[config.mk]
export PLATFORM = sky130hd
export DESIGN_NAME = plw_long_write_ctrl
export DESIGN_NICKNAME = d
export VERILOG_FILES = /design/src/plw_pkg.sv /design/src/plw_long_write_ctrl.sv
export VERILOG_INCLUDE_DIRS = /design/src
export SDC_FILE = /design/constraint.sdc
export NUM_CORES = 1
export LEC_CHECK = 0
export ABC_AREA = 0
export BUFFER_PORTS_ARGS = -buffer_cell sky130_fd_sc_hd__buf_2
export CAP_MARGIN = 20
export CORE_MARGIN = 4
export CORE_UTILIZATION = 45
export DETAILED_ROUTE_END_ITERATION = 6
export GPL_TIMING_DRIVEN = 0
export PLACE_DENSITY = 0.7
export SLEW_MARGIN = 10
export SYNTH_ARGS = -nofsm -noshare
export SYNTH_HDL_FRONTEND = slang
export SYNTH_SLANG_ARGS = --single-unit
[constraint.sdc]
create_clock -name core_clk_i -period 2.9 [get_ports core_clk_i]
set_clock_uncertainty 0.2 [all_clocks]
set_input_delay 0.145 -clock core_clk_i [delete_from_list [all_inputs] [get_ports core_clk_i]]
set_output_delay 0.145 -clock core_clk_i [all_outputs]
set_load 0.005 [all_outputs]
[src/plw_map.svh]
// offsets, field positions and reset values of the long-write controller
`ifndef PLW_MAP_SVH
`define PLW_MAP_SVH

// ----------------------------------------------------------------------------
// register offsets
// ----------------------------------------------------------------------------
`define PLW_ADDR_W          4
`define PLW_REG_CTRL        4'h0
`define PLW_REG_STATUS      4'h1
`define PLW_REG_TLATCH      4'h2
`define PLW_REG_PTR_L       4'h3
`define PLW_REG_PTR_H       4'h4
`define PLW_REG_PTR_U       4'h5
`define PLW_REG_INTSRC      4'h6

// ----------------------------------------------------------------------------
// field positions
// ----------------------------------------------------------------------------
`define PLW_CTRL_LWE_BIT    6
`define PLW_CTRL_PRIO_BIT   7
`define PLW_ST_BUSY_BIT     0
`define PLW_ST_HALT_BIT     1
`define PLW_ST_HOLD_BIT     2
`define PLW_INT_EN_BIT      0
`define PLW_INT_FLAG_BIT    1
`define PLW_INT_HIPRI_BIT   2
`define PLW_INT_GH_BIT      3
`define PLW_INT_GL_BIT      4

// ----------------------------------------------------------------------------
// reset values
// ----------------------------------------------------------------------------
`define PLW_CTRL_RST        8'h00
`define PLW_INTSRC_RST      8'h04
`define PLW_BYTE_RST        8'h00

`endif

[src/plw_pkg.sv]
// types shared by the long-write controller
`default_nettype none
package plw_pkg;

    // controller states
    typedef enum logic [1:0] {
        PLW_IDLE,
        PLW_PROG,
        PLW_DONE
    } plw_state_t;

    // how execution resumes after a write is ended
    typedef enum logic [1:0] {
        PLW_RES_NEXT,
        PLW_RES_LOW_VEC,
        PLW_RES_HIGH_VEC,
        PLW_RES_RESET
    } plw_resume_t;

    // one array write: block address and its two bytes
    typedef struct packed {
        logic [20:0] block_addr;
        logic [7:0]  high_byte;
        logic [7:0]  low_byte;
    } plw_prog_word_t;

    // table write request from the core
    typedef struct packed {
        logic        valid;
        logic [21:0] ptr;
        logic [7:0]  data;
    } plw_twr_req_t;

endpackage
`default_nettype wire

[src/plw_long_write_ctrl.sv]
// long-write controller for one-time-programmable program memory
//
// Contract
// - even-pointer table write copies the latch into the hidden holding byte
// - long write puts latch in high byte, holding byte in low byte
// - odd-byte table write halts core and applies voltage and data
// - long write needs programming voltage, enable bit set, odd address
// - enable bit clear: odd write is short, array untouched
// - write not to the odd byte never starts programming
// - enable bit cannot be cleared by software, only by reset
// - long write ends only by reset or interrupt
// - enabled source's flag ends programming whatever priority or globals
// - ending leaves the causing flag set until software clears it
// - disabled source's flag does not end the write
// - enabled source with clear flag: continue, wake when flag sets
// - resume in line when globals disallow the source's level
// - low global set, high clear, low source: low-priority vector
// - high global set, low clear, high source: high-priority vector
//
// The address-and-strobe port and the register addresses were left to the implementer.
`timescale 1ns/1ps
`default_nettype none
`include "plw_map.svh"

module plw_long_write_ctrl
    import plw_pkg::*;
(
    // clock and reset
    input  wire logic                  core_clk_i,
    input  wire logic                  reset_i,
    // register port
    input  wire logic [`PLW_ADDR_W-1:0] reg_addr_i,
    input  wire logic [7:0]            reg_wdata_i,
    input  wire logic                  reg_wr_i,
    input  wire logic                  reg_rd_i,
    output logic      [7:0]            reg_rdata_o,
    // core side
    input  wire logic                  table_write_instr_i,
    input  wire logic                  master_clear_prog_voltage_pin_i,
    input  wire logic                  int_flag_set_i,
    output logic                       core_halt_o,
    output logic                       resume_valid_o,
    output plw_resume_t                resume_kind_o,
    // array side
    output logic                       prog_voltage_en_o,
    output plw_prog_word_t             prog_word_o
);

    // ------------------------------------------------------------------------
    // state
    // ------------------------------------------------------------------------
    plw_state_t  state;
    plw_state_t  next_state;
    logic        long_write_enable;
    logic        int_prio_en;
    logic        src_enable;
    logic        src_flag;
    logic        src_high_pri;
    logic        global_high_int_enable;
    logic        peripheral_low_int_enable;
    logic [7:0]  table_latch;
    logic [21:0] table_pointer;
    logic [7:0]  hold_byte;
    logic        hold_valid;

    // control register reset image, sliced per bit at reset
    localparam logic [7:0] CTRL_RST = `PLW_CTRL_RST;

    // ------------------------------------------------------------------------
    // decode
    // ------------------------------------------------------------------------
    wire wr_ctrl   = reg_wr_i && (reg_addr_i == `PLW_REG_CTRL);
    wire wr_latch  = reg_wr_i && (reg_addr_i == `PLW_REG_TLATCH);
    wire wr_ptr_l  = reg_wr_i && (reg_addr_i == `PLW_REG_PTR_L);
    wire wr_ptr_h  = reg_wr_i && (reg_addr_i == `PLW_REG_PTR_H);
    wire wr_ptr_u  = reg_wr_i && (reg_addr_i == `PLW_REG_PTR_U);
    wire wr_intsrc = reg_wr_i && (reg_addr_i == `PLW_REG_INTSRC);

    wire idle      = (state == PLW_IDLE);
    wire twr       = table_write_instr_i && idle;
    wire ptr_odd   = table_pointer[0];
    wire short_wr  = twr && (!ptr_odd || !long_write_enable
                     || !master_clear_prog_voltage_pin_i);
    wire even_wr   = twr && !ptr_odd;
    wire start_lw  = twr && ptr_odd && long_write_enable
                     && master_clear_prog_voltage_pin_i;
    // only an enabled source with its flag set ends the write
    wire flag_now  = src_flag || int_flag_set_i;
    wire terminate = (state == PLW_PROG) && src_enable
                     && flag_now;

    // resume decision from globals and priority
    wire go_low    = !global_high_int_enable && peripheral_low_int_enable
                     && !src_high_pri;
    wire go_high   = global_high_int_enable && !peripheral_low_int_enable
                     && src_high_pri;
    wire [1:0] resume_sel = go_high ? 2'h2 : (go_low ? 2'h1 : 2'h0);

    // ------------------------------------------------------------------------
    // next state
    // ------------------------------------------------------------------------
    always_comb begin
        next_state = state;
        unique case (state)
            PLW_IDLE: begin
                if (start_lw) begin
                    next_state = PLW_PROG;
                end
            end
            PLW_PROG: begin
                if (terminate) begin
                    next_state = PLW_DONE;
                end
            end
            PLW_DONE: begin
                next_state = PLW_IDLE;
            end
            // the fourth code is unused; fall back to idle
            default: begin
                next_state = PLW_IDLE;
            end
        endcase
    end

    // ------------------------------------------------------------------------
    // state register; reset drops everything at once
    // ------------------------------------------------------------------------
    always_ff @(posedge core_clk_i) begin
        if (reset_i) begin
            state <= PLW_IDLE;
        end else begin
            state <= next_state;
        end
    end

    // ------------------------------------------------------------------------
    // control bits: enable is sticky until reset
    // ------------------------------------------------------------------------
    always_ff @(posedge core_clk_i) begin
        if (reset_i) begin
            long_write_enable <= CTRL_RST[`PLW_CTRL_LWE_BIT];
            int_prio_en       <= CTRL_RST[`PLW_CTRL_PRIO_BIT];
        end else if (wr_ctrl) begin
            long_write_enable <= long_write_enable
                                 | reg_wdata_i[`PLW_CTRL_LWE_BIT];
            int_prio_en       <= reg_wdata_i[`PLW_CTRL_PRIO_BIT];
        end
    end

    // ------------------------------------------------------------------------
    // interrupt source bits; hardware set wins over software clear
    // ------------------------------------------------------------------------
    always_ff @(posedge core_clk_i) begin
        if (reset_i) begin
            src_enable                <= 1'b0;
            src_flag                  <= 1'b0;
            src_high_pri              <= 1'b1;
            global_high_int_enable    <= 1'b0;
            peripheral_low_int_enable <= 1'b0;
        end else begin
            if (wr_intsrc) begin
                src_enable                <= reg_wdata_i[`PLW_INT_EN_BIT];
                src_high_pri              <= reg_wdata_i[`PLW_INT_HIPRI_BIT];
                global_high_int_enable    <= reg_wdata_i[`PLW_INT_GH_BIT];
                peripheral_low_int_enable <= reg_wdata_i[`PLW_INT_GL_BIT];
            end
            // flag stays set through termination
            src_flag <= int_flag_set_i || (wr_intsrc
                        ? reg_wdata_i[`PLW_INT_FLAG_BIT] : src_flag);
        end
    end

    // ------------------------------------------------------------------------
    // table latch and pointer
    // ------------------------------------------------------------------------
    always_ff @(posedge core_clk_i) begin
        if (reset_i) begin
            table_latch   <= `PLW_BYTE_RST;
            table_pointer <= 22'h000000;
        end else begin
            if (wr_latch) table_latch <= reg_wdata_i;
            if (wr_ptr_l) table_pointer[7:0] <= reg_wdata_i;
            if (wr_ptr_h) table_pointer[15:8] <= reg_wdata_i;
            if (wr_ptr_u) table_pointer[21:16] <= reg_wdata_i[5:0];
        end
    end

    // ------------------------------------------------------------------------
    // hidden holding byte, loaded by an even short write
    // ------------------------------------------------------------------------
    always_ff @(posedge core_clk_i) begin
        if (reset_i) begin
            hold_byte  <= `PLW_BYTE_RST;
            hold_valid <= 1'b0;
        end else if (even_wr) begin
            hold_byte  <= table_latch;
            hold_valid <= 1'b1;
        end else if (start_lw) begin
            hold_valid <= 1'b0;
        end
    end

    // ------------------------------------------------------------------------
    // word presented to the array, captured at start of a long write
    // ------------------------------------------------------------------------
    always_ff @(posedge core_clk_i) begin
        if (reset_i) begin
            prog_word_o <= '0;
        end else if (start_lw) begin
            prog_word_o.block_addr <= table_pointer[21:1];
            prog_word_o.high_byte  <= table_latch;
            prog_word_o.low_byte   <= hold_byte;
        end
    end

    // ------------------------------------------------------------------------
    // resume report, one pulse after the write ends
    // ------------------------------------------------------------------------
    always_ff @(posedge core_clk_i) begin
        if (reset_i) begin
            resume_valid_o <= 1'b0;
            resume_kind_o  <= PLW_RES_NEXT;
        end else begin
            resume_valid_o <= terminate;
            if (terminate) begin
                resume_kind_o <= plw_resume_t'(resume_sel);
            end
        end
    end

    // halt and voltage only while programming
    assign core_halt_o       = (state == PLW_PROG);
    assign prog_voltage_en_o = (state == PLW_PROG);

    // ------------------------------------------------------------------------
    // read data, one cycle after the strobe
    // ------------------------------------------------------------------------
    wire [7:0] ctrl_rd   = {int_prio_en, long_write_enable, 6'h00};
    wire [7:0] status_rd = {5'h00, hold_valid, core_halt_o, !idle};
    wire [7:0] intsrc_rd = {3'h0, peripheral_low_int_enable,
                            global_high_int_enable, src_high_pri,
                            src_flag, src_enable};
    wire [7:0] rd_mux =
        (reg_addr_i == `PLW_REG_CTRL)   ? ctrl_rd :
        (reg_addr_i == `PLW_REG_STATUS) ? status_rd :
        (reg_addr_i == `PLW_REG_TLATCH) ? table_latch :
        (reg_addr_i == `PLW_REG_PTR_L)  ? table_pointer[7:0] :
        (reg_addr_i == `PLW_REG_PTR_H)  ? table_pointer[15:8] :
        (reg_addr_i == `PLW_REG_PTR_U)  ? {2'h0, table_pointer[21:16]} :
        (reg_addr_i == `PLW_REG_INTSRC) ? intsrc_rd : 8'h00;

    always_ff @(posedge core_clk_i) begin
        if (reset_i) begin
            reg_rdata_o <= 8'h00;
        end else begin
            reg_rdata_o <= reg_rd_i ? rd_mux : 8'h00;
        end
    end
endmodule
`default_nettype wire

==> results of run 1 <==
## cells in the mapped netlist
cell type,count,area share (%)
a211oi_1,4,0.78
mux2i_1,40,10
a32oi_1,2,0.46
nand2b_4,1,0.36
dfxtp_1,96,50
nor3_4,3,1.3
mux2_2,1,0.29
o21bai_1,1,0.20
nand4_1,1,0.16
o2bb2ai_1,1,0.23
nor4_1,1,0.16
inv_1,5,0.49
or3_1,2,0.33
a2bb2oi_1,2,0.46
o22ai_1,2,0.33
nand3_1,2,0.26
nand4b_1,1,0.23
nor4_4,1,0.56
buf_6,2,0.59
clkbuf_1,19,1.9
o21ai_0,7,0.91
a31oi_1,1,0.16
inv_2,1,0.098
nor2b_1,9,1.5
buf_4,2,0.39
nor3_1,8,1.0
or2_1,1,0.16
nand2_1,100,9.8
buf_1,1,0.098
nand4_2,1,0.33
nand2b_1,10,1.6
nor2_1,38,3.7
buf_2,7,0.91
a22o_1,2,0.46
o32ai_1,2,0.46
and4_1,1,0.23
a211o_1,1,0.23
a21oi_1,57,7.5
nor3b_1,3,0.59
or2_2,1,0.16
## worst max-delay path: stages
cell	delay (ps)
dlygate4sd3_1	550
buf_6	150
nor4_2	480
nand3_1	130
dlygate4sd3_1	580
a21oi_1	130
dlygate4sd3_1	560
## worst paths after layout
check                  startpoint  cells after the start               to  slack [ps]
hold reg to reg   prog_word_o[35]                      2  prog_word_o[35]         250
setup reg to reg         state[1]                      6  prog_word_o[31]         730
setup / recovery    reg_addr_i[3]                      7      int_prio_en         290
hold / removal      reg_addr_i[0]                      4       src_enable          70
## area by class of cell
class                           instances  area share [%]
Clock inverter                          5          0.8689
Clock buffer                           11           3.068
Inverter                                6          0.4887
Multi-Input combinational cell        307           37.82
Timing Repair Buffer                   78           9.992
Buffer                                 31           3.204
Tap cell                              105           2.851
Sequential cell                        96           41.71
## metal layers
layer,wire length [µm],up-vias
li1,-,1654
met4,233,0
met1,4930,1584
met5,0,-
met2,4758,99
met3,520,17
## state kept, by name, summed over array words and instances, names as in the netlist
name and count:
state 2, src_enable 1, hold_valid 1, table_latch 8, resume_kind_o 2, prog_word_o 37, reg_rdata_o 8, int_prio_en 1
src_flag 1, resume_valid_o 1, table_pointer 22, long_write_enable 1, src_high_pri 1, hold_byte 8, peripheral_low_int_enable 1, global_high_int_enable 1
## logic make-up (layout without fill, tap and decap cells)
family | count (synthesis) | after routing | synth area share, %
AND/OR/NAND/NOR | 184 | 184 | 22.48
flip-flops | 96 | 96 | 50.20
AO/OA/AOI/OAI | 82 | 82 | 12.12
multiplexers | 41 | 41 | 10.75
buffers and inverters | 37 | 131 | 4.444
## where the power goes
part	leakage, nW	switching, W	internal [W]
Clock	0.0822	0.000475	0.000340
Combinational	0.959	0.000102	0.0000577
Sequential	0.774	0.00000860	0.00133
## stage by stage
step	worst slack (ps)	instances	cell area (µm²)
6_report	291.3	639	4608
4_1_cts	166.5	639	4602
3_3_place_gp	806.4	609	4280
5_1_grt	180.7	639	4608
3_5_place_dp	756.6	609	4280
2_1_floorplan	1271	440	3829
## repair_timing
action / CTS / global route
hold buffers: 14 / 0
resized for setup: 0 / 1
endpoints found under the hold margin: 40 / 0
setup endpoints to repair: 0 / 1
## placed cells by master (no fill, tap or decap), types with 3 or more instances in the layout
| cell type | netlist | final |
|---|---|---|
| dfxtp_1 | 96 | 96 |
| nand2b_1 | 10 | 10 |
| clkbuf_1 | 19 | 20 |
| buf_2 | 7 | 71 |
| dlygate4sd3_1 | 0 | 14 |
| nor2b_1 | 9 | 9 |
| clkbuf_8 | 0 | 10 |
| inv_1 | 5 | 5 |
| nor3b_1 | 3 | 3 |
| mux2i_1 | 40 | 40 |
| nand2_1 | 100 | 100 |
| o21ai_0 | 7 | 7 |
| clkinvlp_4 | 0 | 3 |
| a211oi_1 | 4 | 4 |
| nor3_4 | 3 | 3 |
| nor3_1 | 8 | 8 |
| nor2_1 | 38 | 38 |
| a21oi_1 | 57 | 57 |
==> key figures, run 1 <==
Floorplan
  • Total I/O pin count: about 70
  • Die height: ~100 µm
  • # rows: 33
  • Core footprint: 0.008258 mm²
  • Initial Utilization: 46.36%
  • Die width: 100.2 µm
  • Die ar.: ~0.010 mm²

Placement
  • # port buffers: 64
  • GPL Wtd Cong: about 0.94
  • Post-DP HPWL: 7681 µm

GRT
  • Met3 usage: between 3 and 4%
  • Global Route Usage Sum: a little over a fifth
  • Initial antenna violation count: 0
  • Met1 Use GR: 28.81%
  • Most used routing layer: met2
  • Grt ovf: 0
  • Number of global-route vias before repair: roughly 3,200
  • First-pass GRT wire length: approximately 16,000 µm
  • Largest net degree at the start of global routing: 17
  • GR met2 Demand/Resource: between 30% and 40%

Clocking
  • # Post-CTS Setup Buffers: 0
  • CTS Buffer Depth: 2
  • H-tree depth: 3
  • Clock Pin Slew Worst Setup and Hold Paths: around 90 ps
  • Clock tree root buffer cell: clkbuf_8
  • Clk_lat worst skew: roughly 370 ps
  • CTS sink count: 96
  • TritonCTS Buffers: 9
  • TritonCTS clock tree: yes

Logic synthesis
  • Synth Register Bits: 96
  • Avg Inst Size Synth: about 8.7 µm²
  • Sequential element share of the synthesized area: 50.20%
  • Unique masters post-synth: 40
  • Mapped Cells: 440
  • Syn Nets: roughly 460
  • Yosys Warn Count: 0
  • Synthesized area: around 0.0038 mm²

Routing
  • DRT Wirelength: between 10,000 and 15,000 µm
  • Antenna viol nets, final: 0
  • DR iter-0 viols: ~190
  • Via density: between 5 and 6
  • DRC Markers: 0
  • Pre-antenna DRT Iters: 5
  • Drt wl/cell: 16.34 µm
  • Vias: around 3,400

STA
  • Max-slew violations: 0
  • Max Freq: 0.3833 GHz
  • Max-Slew Margin vs Limit: ~51%
  • Fin crit share: 89.96%
  • Final Setup Violations: 0
  • WHS: about 70 ps
  • Unrepaired setup endpoints after global routing: no
  • Min Tclk post-route: around 2600 ps
  • Least-Margin Pin Slew: between 700 and 800 ps
  • Total Neg Setup Slack: 0 ps
  • Final-report hold violation count: 0

Critical path
  • Kind of critical path: in2reg
  • CP arrival: around 2700 ps
  • Critical Path RT: 3010 ps
  • Crit. End Element: register
  • Setup crit start kind: input port
  • Critical path peak fanout: 9

Hold path
  • Worst hold path class: in2reg

Cells and area
  • End-of-flow core utilization: roughly 56%
  • Filler cell count: between 700 and 800
  • Fraction of layout cells with a size suffix above 1: around a fifth
  • Area of the multi-input gates: about 0.0017 mm²
  • Area Overhead vs Synth: 20.36%
  • Final #Nets: 548
  • Register area: between 0.0015 and 0.002 mm²
  • Diode count: 0

Flow run
  • Max cap viols: 0

Power and ir drop
  • Total power: 0.002311 W
  • Max VDD drop: between 200 and 250 µV
  • PwrDens: roughly 500 mW/mm²
  • Pleak: 1.815 nW

Run status
  • Outcome: finished clean
Note: power is estimated with default switching activity, not from simulation.
==> run 2, diff against run 1 <==
--- a/config.mk
+++ b/config.mk
@@ -9,11 +9,13 @@
 export ABC_AREA = 0
 export BUFFER_PORTS_ARGS = -buffer_cell sky130_fd_sc_hd__buf_2
 export CAP_MARGIN = 20
+export CELL_PAD_IN_SITES_DETAIL_PLACEMENT = 0
+export CELL_PAD_IN_SITES_GLOBAL_PLACEMENT = 1
 export CORE_MARGIN = 4
-export CORE_UTILIZATION = 45
+export CORE_UTILIZATION = 44
 export DETAILED_ROUTE_END_ITERATION = 6
 export GPL_TIMING_DRIVEN = 0
-export PLACE_DENSITY = 0.7
+export PLACE_DENSITY = 0.86
 export SLEW_MARGIN = 10
 export SYNTH_ARGS = -nofsm -noshare
 export SYNTH_HDL_FRONTEND = slang
==> run 2 against run 1 <==
  * Combinational power hardly changed
  * Die area rose by 2.1%
  * Register-to-register slack barely moved
  * Sequential cell count did not move
  * Sequential power about the same
  * First-iteration DRC count shrank 3.1%
  * Utilization down 0.70 points
  * Final cell count is 0.47% lower
  * Global-route usage about the same
  * Clock power grew 8.8%
  * Cell area is 0.27% lower
  * Highest routed layer unchanged
==> key figures, run 2 (synthesis results as in run 1) <==
STA
  • Fin crit share: 78.01% (-12 points)
  • Slack of the critical path: 637.8 ps (+346.5 ps)
  • Final Setup Violations: 0 (unchanged)
  • Unrepaired setup endpoints after global routing: no
  • Max Freq: 0.4420 GHz (+15%)
  • Final-report hold violation count: 0 (unchanged)
  • Min Tclk post-route: 2262 ps (-346.5 ps)
  • Max-Slew Margin vs Limit: 52.51% (+1.5 points)
  • WHS: 71.25 ps (+2.959 ps)
  • Total Neg Setup Slack: 0 ps (unchanged)
  • Max-slew violations: 0 (unchanged)
  • Least-Margin Pin Slew: 707.0 ps (-22.07 ps)

Critical path
  • Critical Path RT: 2970 ps (-40 ps)
  • Setup crit start kind: input port
  • Kind of critical path: in2reg
  • CP arrival: 2330 ps (-380 ps)
  • Critical path peak fanout: 9 (unchanged)
  • Crit. End Element: register

Cells and area
  • Largest Register: prog_word_o
  • Fraction of layout cells with a size suffix above 1: 18.46% (-0.27 points)
  • Max FFs per register: 37 (unchanged)
  • End-of-flow core utilization: 55.10% (-0.70 points)
  • Commonest non-fill, non-tap cell in the layout: nand2_1
  • Area Overhead vs Synth: 20.03%
  • Largest registers: prog_word_o (37), table_pointer (22)
  • Non-Filler Instances: 636 (-0.47%)
  • Diode count: 0 (unchanged)
  • Final #Nets: 546 (-0.36%)
  • Commonest non-fill, non-tap cells in the layout: nand2_1 (100), dfxtp_1 (96), buf_2 (71), a21oi_1 (57), mux2i_1 (40)

Routing
  • Vias: 3,320 (-1.0%)
  • Via density: 5.220 (-0.55%)
  • Drt wl/cell: 16.42 µm (+0.48%)
  • Pre-antenna DRT Iters: 4 (-1)
  • Antenna viol nets, final: 0 (unchanged)
  • DR iter-0 viols: 187 (-3.1%)
  • DRT Wirelength: 10,440 µm (about the same)
  • DRC Markers: 0 (unchanged)

Clocking
  • Cts repair resizes: 0 (unchanged)
  • H-tree depth: 3 (unchanged)
  • Hold buffer count at cts: 12 (-2)
  • Clock tree root buffer cell: clkbuf_8
  • CTS sink count: 96 (unchanged)
  • Clk_lat worst skew: 370 ps (about the same)
  • CTS Buffer Depth: 2 (unchanged)
  • # Post-CTS Setup Buffers: 0 (unchanged)
  • Clock Pin Slew Worst Setup and Hold Paths: 90 ps (about the same)
  • TritonCTS Buffers: 9 (unchanged)
  • TritonCTS clock tree: yes

Placement
  • GPL Wtd Cong: 0.9270 (-0.97%)
  • Pre-CTS WS: 737.0 ps (-19.57 ps)
  • # port buffers: 64 (unchanged)
  • Post-DP HPWL: 7763 µm (+1.1%)
  • Cells after DPL: 609 (unchanged)

Floorplan
  • Die width: 101.3 µm (+1.0%)
  • Initial Utilization: 45.90% (-0.46 points)
  • Die height: 101.3 µm (+1.0%)
  • Die ar.: 0.01026 mm² (+2.1%)
  • # rows: 33 (unchanged)
  • Total I/O pin count: 69 (unchanged)
  • Core footprint: 0.008341 mm² (+1.0%)

Power and ir drop
  • Pleak: 1.816 nW (about the same)
  • PwrDens: 518.3 mW/mm² (+3.3%)
  • Max VDD drop: 294.4 µV (+22%)

GRT
  • Global Route Usage Sum: 21.28% (about the same)
  • Met3 usage: 3.512% (+0.25 points)
  • Initial antenna violation count: 0 (unchanged)
  • Most used routing layer: met2
  • Met1 Use GR: 29.45% (+0.64 points)
  • Largest net degree at the start of global routing: 16 (-1)
  • First-pass GRT wire length: 16,560 µm (+0.59%)
  • Number of global-route vias before repair: 3,176 (-0.56%)
  • GR met2 Demand/Resource: 32.75% (-1.3 points)
  • Grt ovf: 0 (unchanged)

Hold path
  • Worst hold path class: in2reg

Flow run
  • Max cap viols: 0 (unchanged)

Run status
  • Outcome: finished clean
## run 2: cell types whose count changed in the layout (fill, tap and decap cells not counted)
cell / previous run / this run
bufinv_16: 0 / 1
dlygate4sd3_1: 14 / 12
nor4_1: 0 / 1
nor4_2: 1 / 0
clkinvlp_4: 3 / 2
clkinv_4: 1 / 0
## run 2: metrics by stage
stage / cell area [µm²] / power (W)
after floorplan: 3829 / 0.001455
after global placement: 4280 / 0.001510
after detailed placement: 4280 / 0.001511
after CTS: 4596 / 0.002393
after global routing: 4596 / 0.002465
final: 4596 / 0.002382
## run 2: worst paths after layout
kind | startpoint | end | slack [ps] | depth (start not counted)
setup reg to reg | state[1] | prog_word_o[7] | 740 | 6
hold / removal | reg_addr_i[0] | global_high_int_enable | 70 | 4
hold reg to reg | prog_word_o[16] | prog_word_o[16] | 250 | 2
setup / recovery | reg_addr_i[3] | src_flag | 640 | 8
## run 2: where the power goes
part	total (W)	leakage, nW	internal [W]	switching, W
combinational	0.000159	0.950	0.0000572	0.000102
sequential	0.00134	0.774	0.00133	0.00000849
clock	0.000887	0.0920	0.000421	0.000466
total	0.00238	1.82	0.00181	0.000576
## run 2: worst max-delay path, stage by stage
cell and delay, ps:
dlygate4sd3_1 550, buf_6 140, nand2b_4 130, buf_6 140, nor3_4 340, mux2i_1 220
a21oi_1 70, dlygate4sd3_1 580
## run 2: layer usage
layer,wire (µm),vias up
met1,4845,1565
li1,-,1652
met4,222,0
met2,4757,89
met3,618,14
met5,0,-
## run 2: area by class of cell
| cell class | instances | area, µm² |
|---|---|---|
| fillers | 824 | 3745 |
| flip-flops and latches | 96 | 1922 |
| well taps | 105 | 131.4 |
| multi-input cells | 307 | 1737 |
| clock buffers | 11 | 141.4 |
| repair buffers | 76 | 440.4 |
| plain buffers | 31 | 147.6 |
| inverters | 6 | 22.52 |
| clock inverters | 4 | 53.80 |
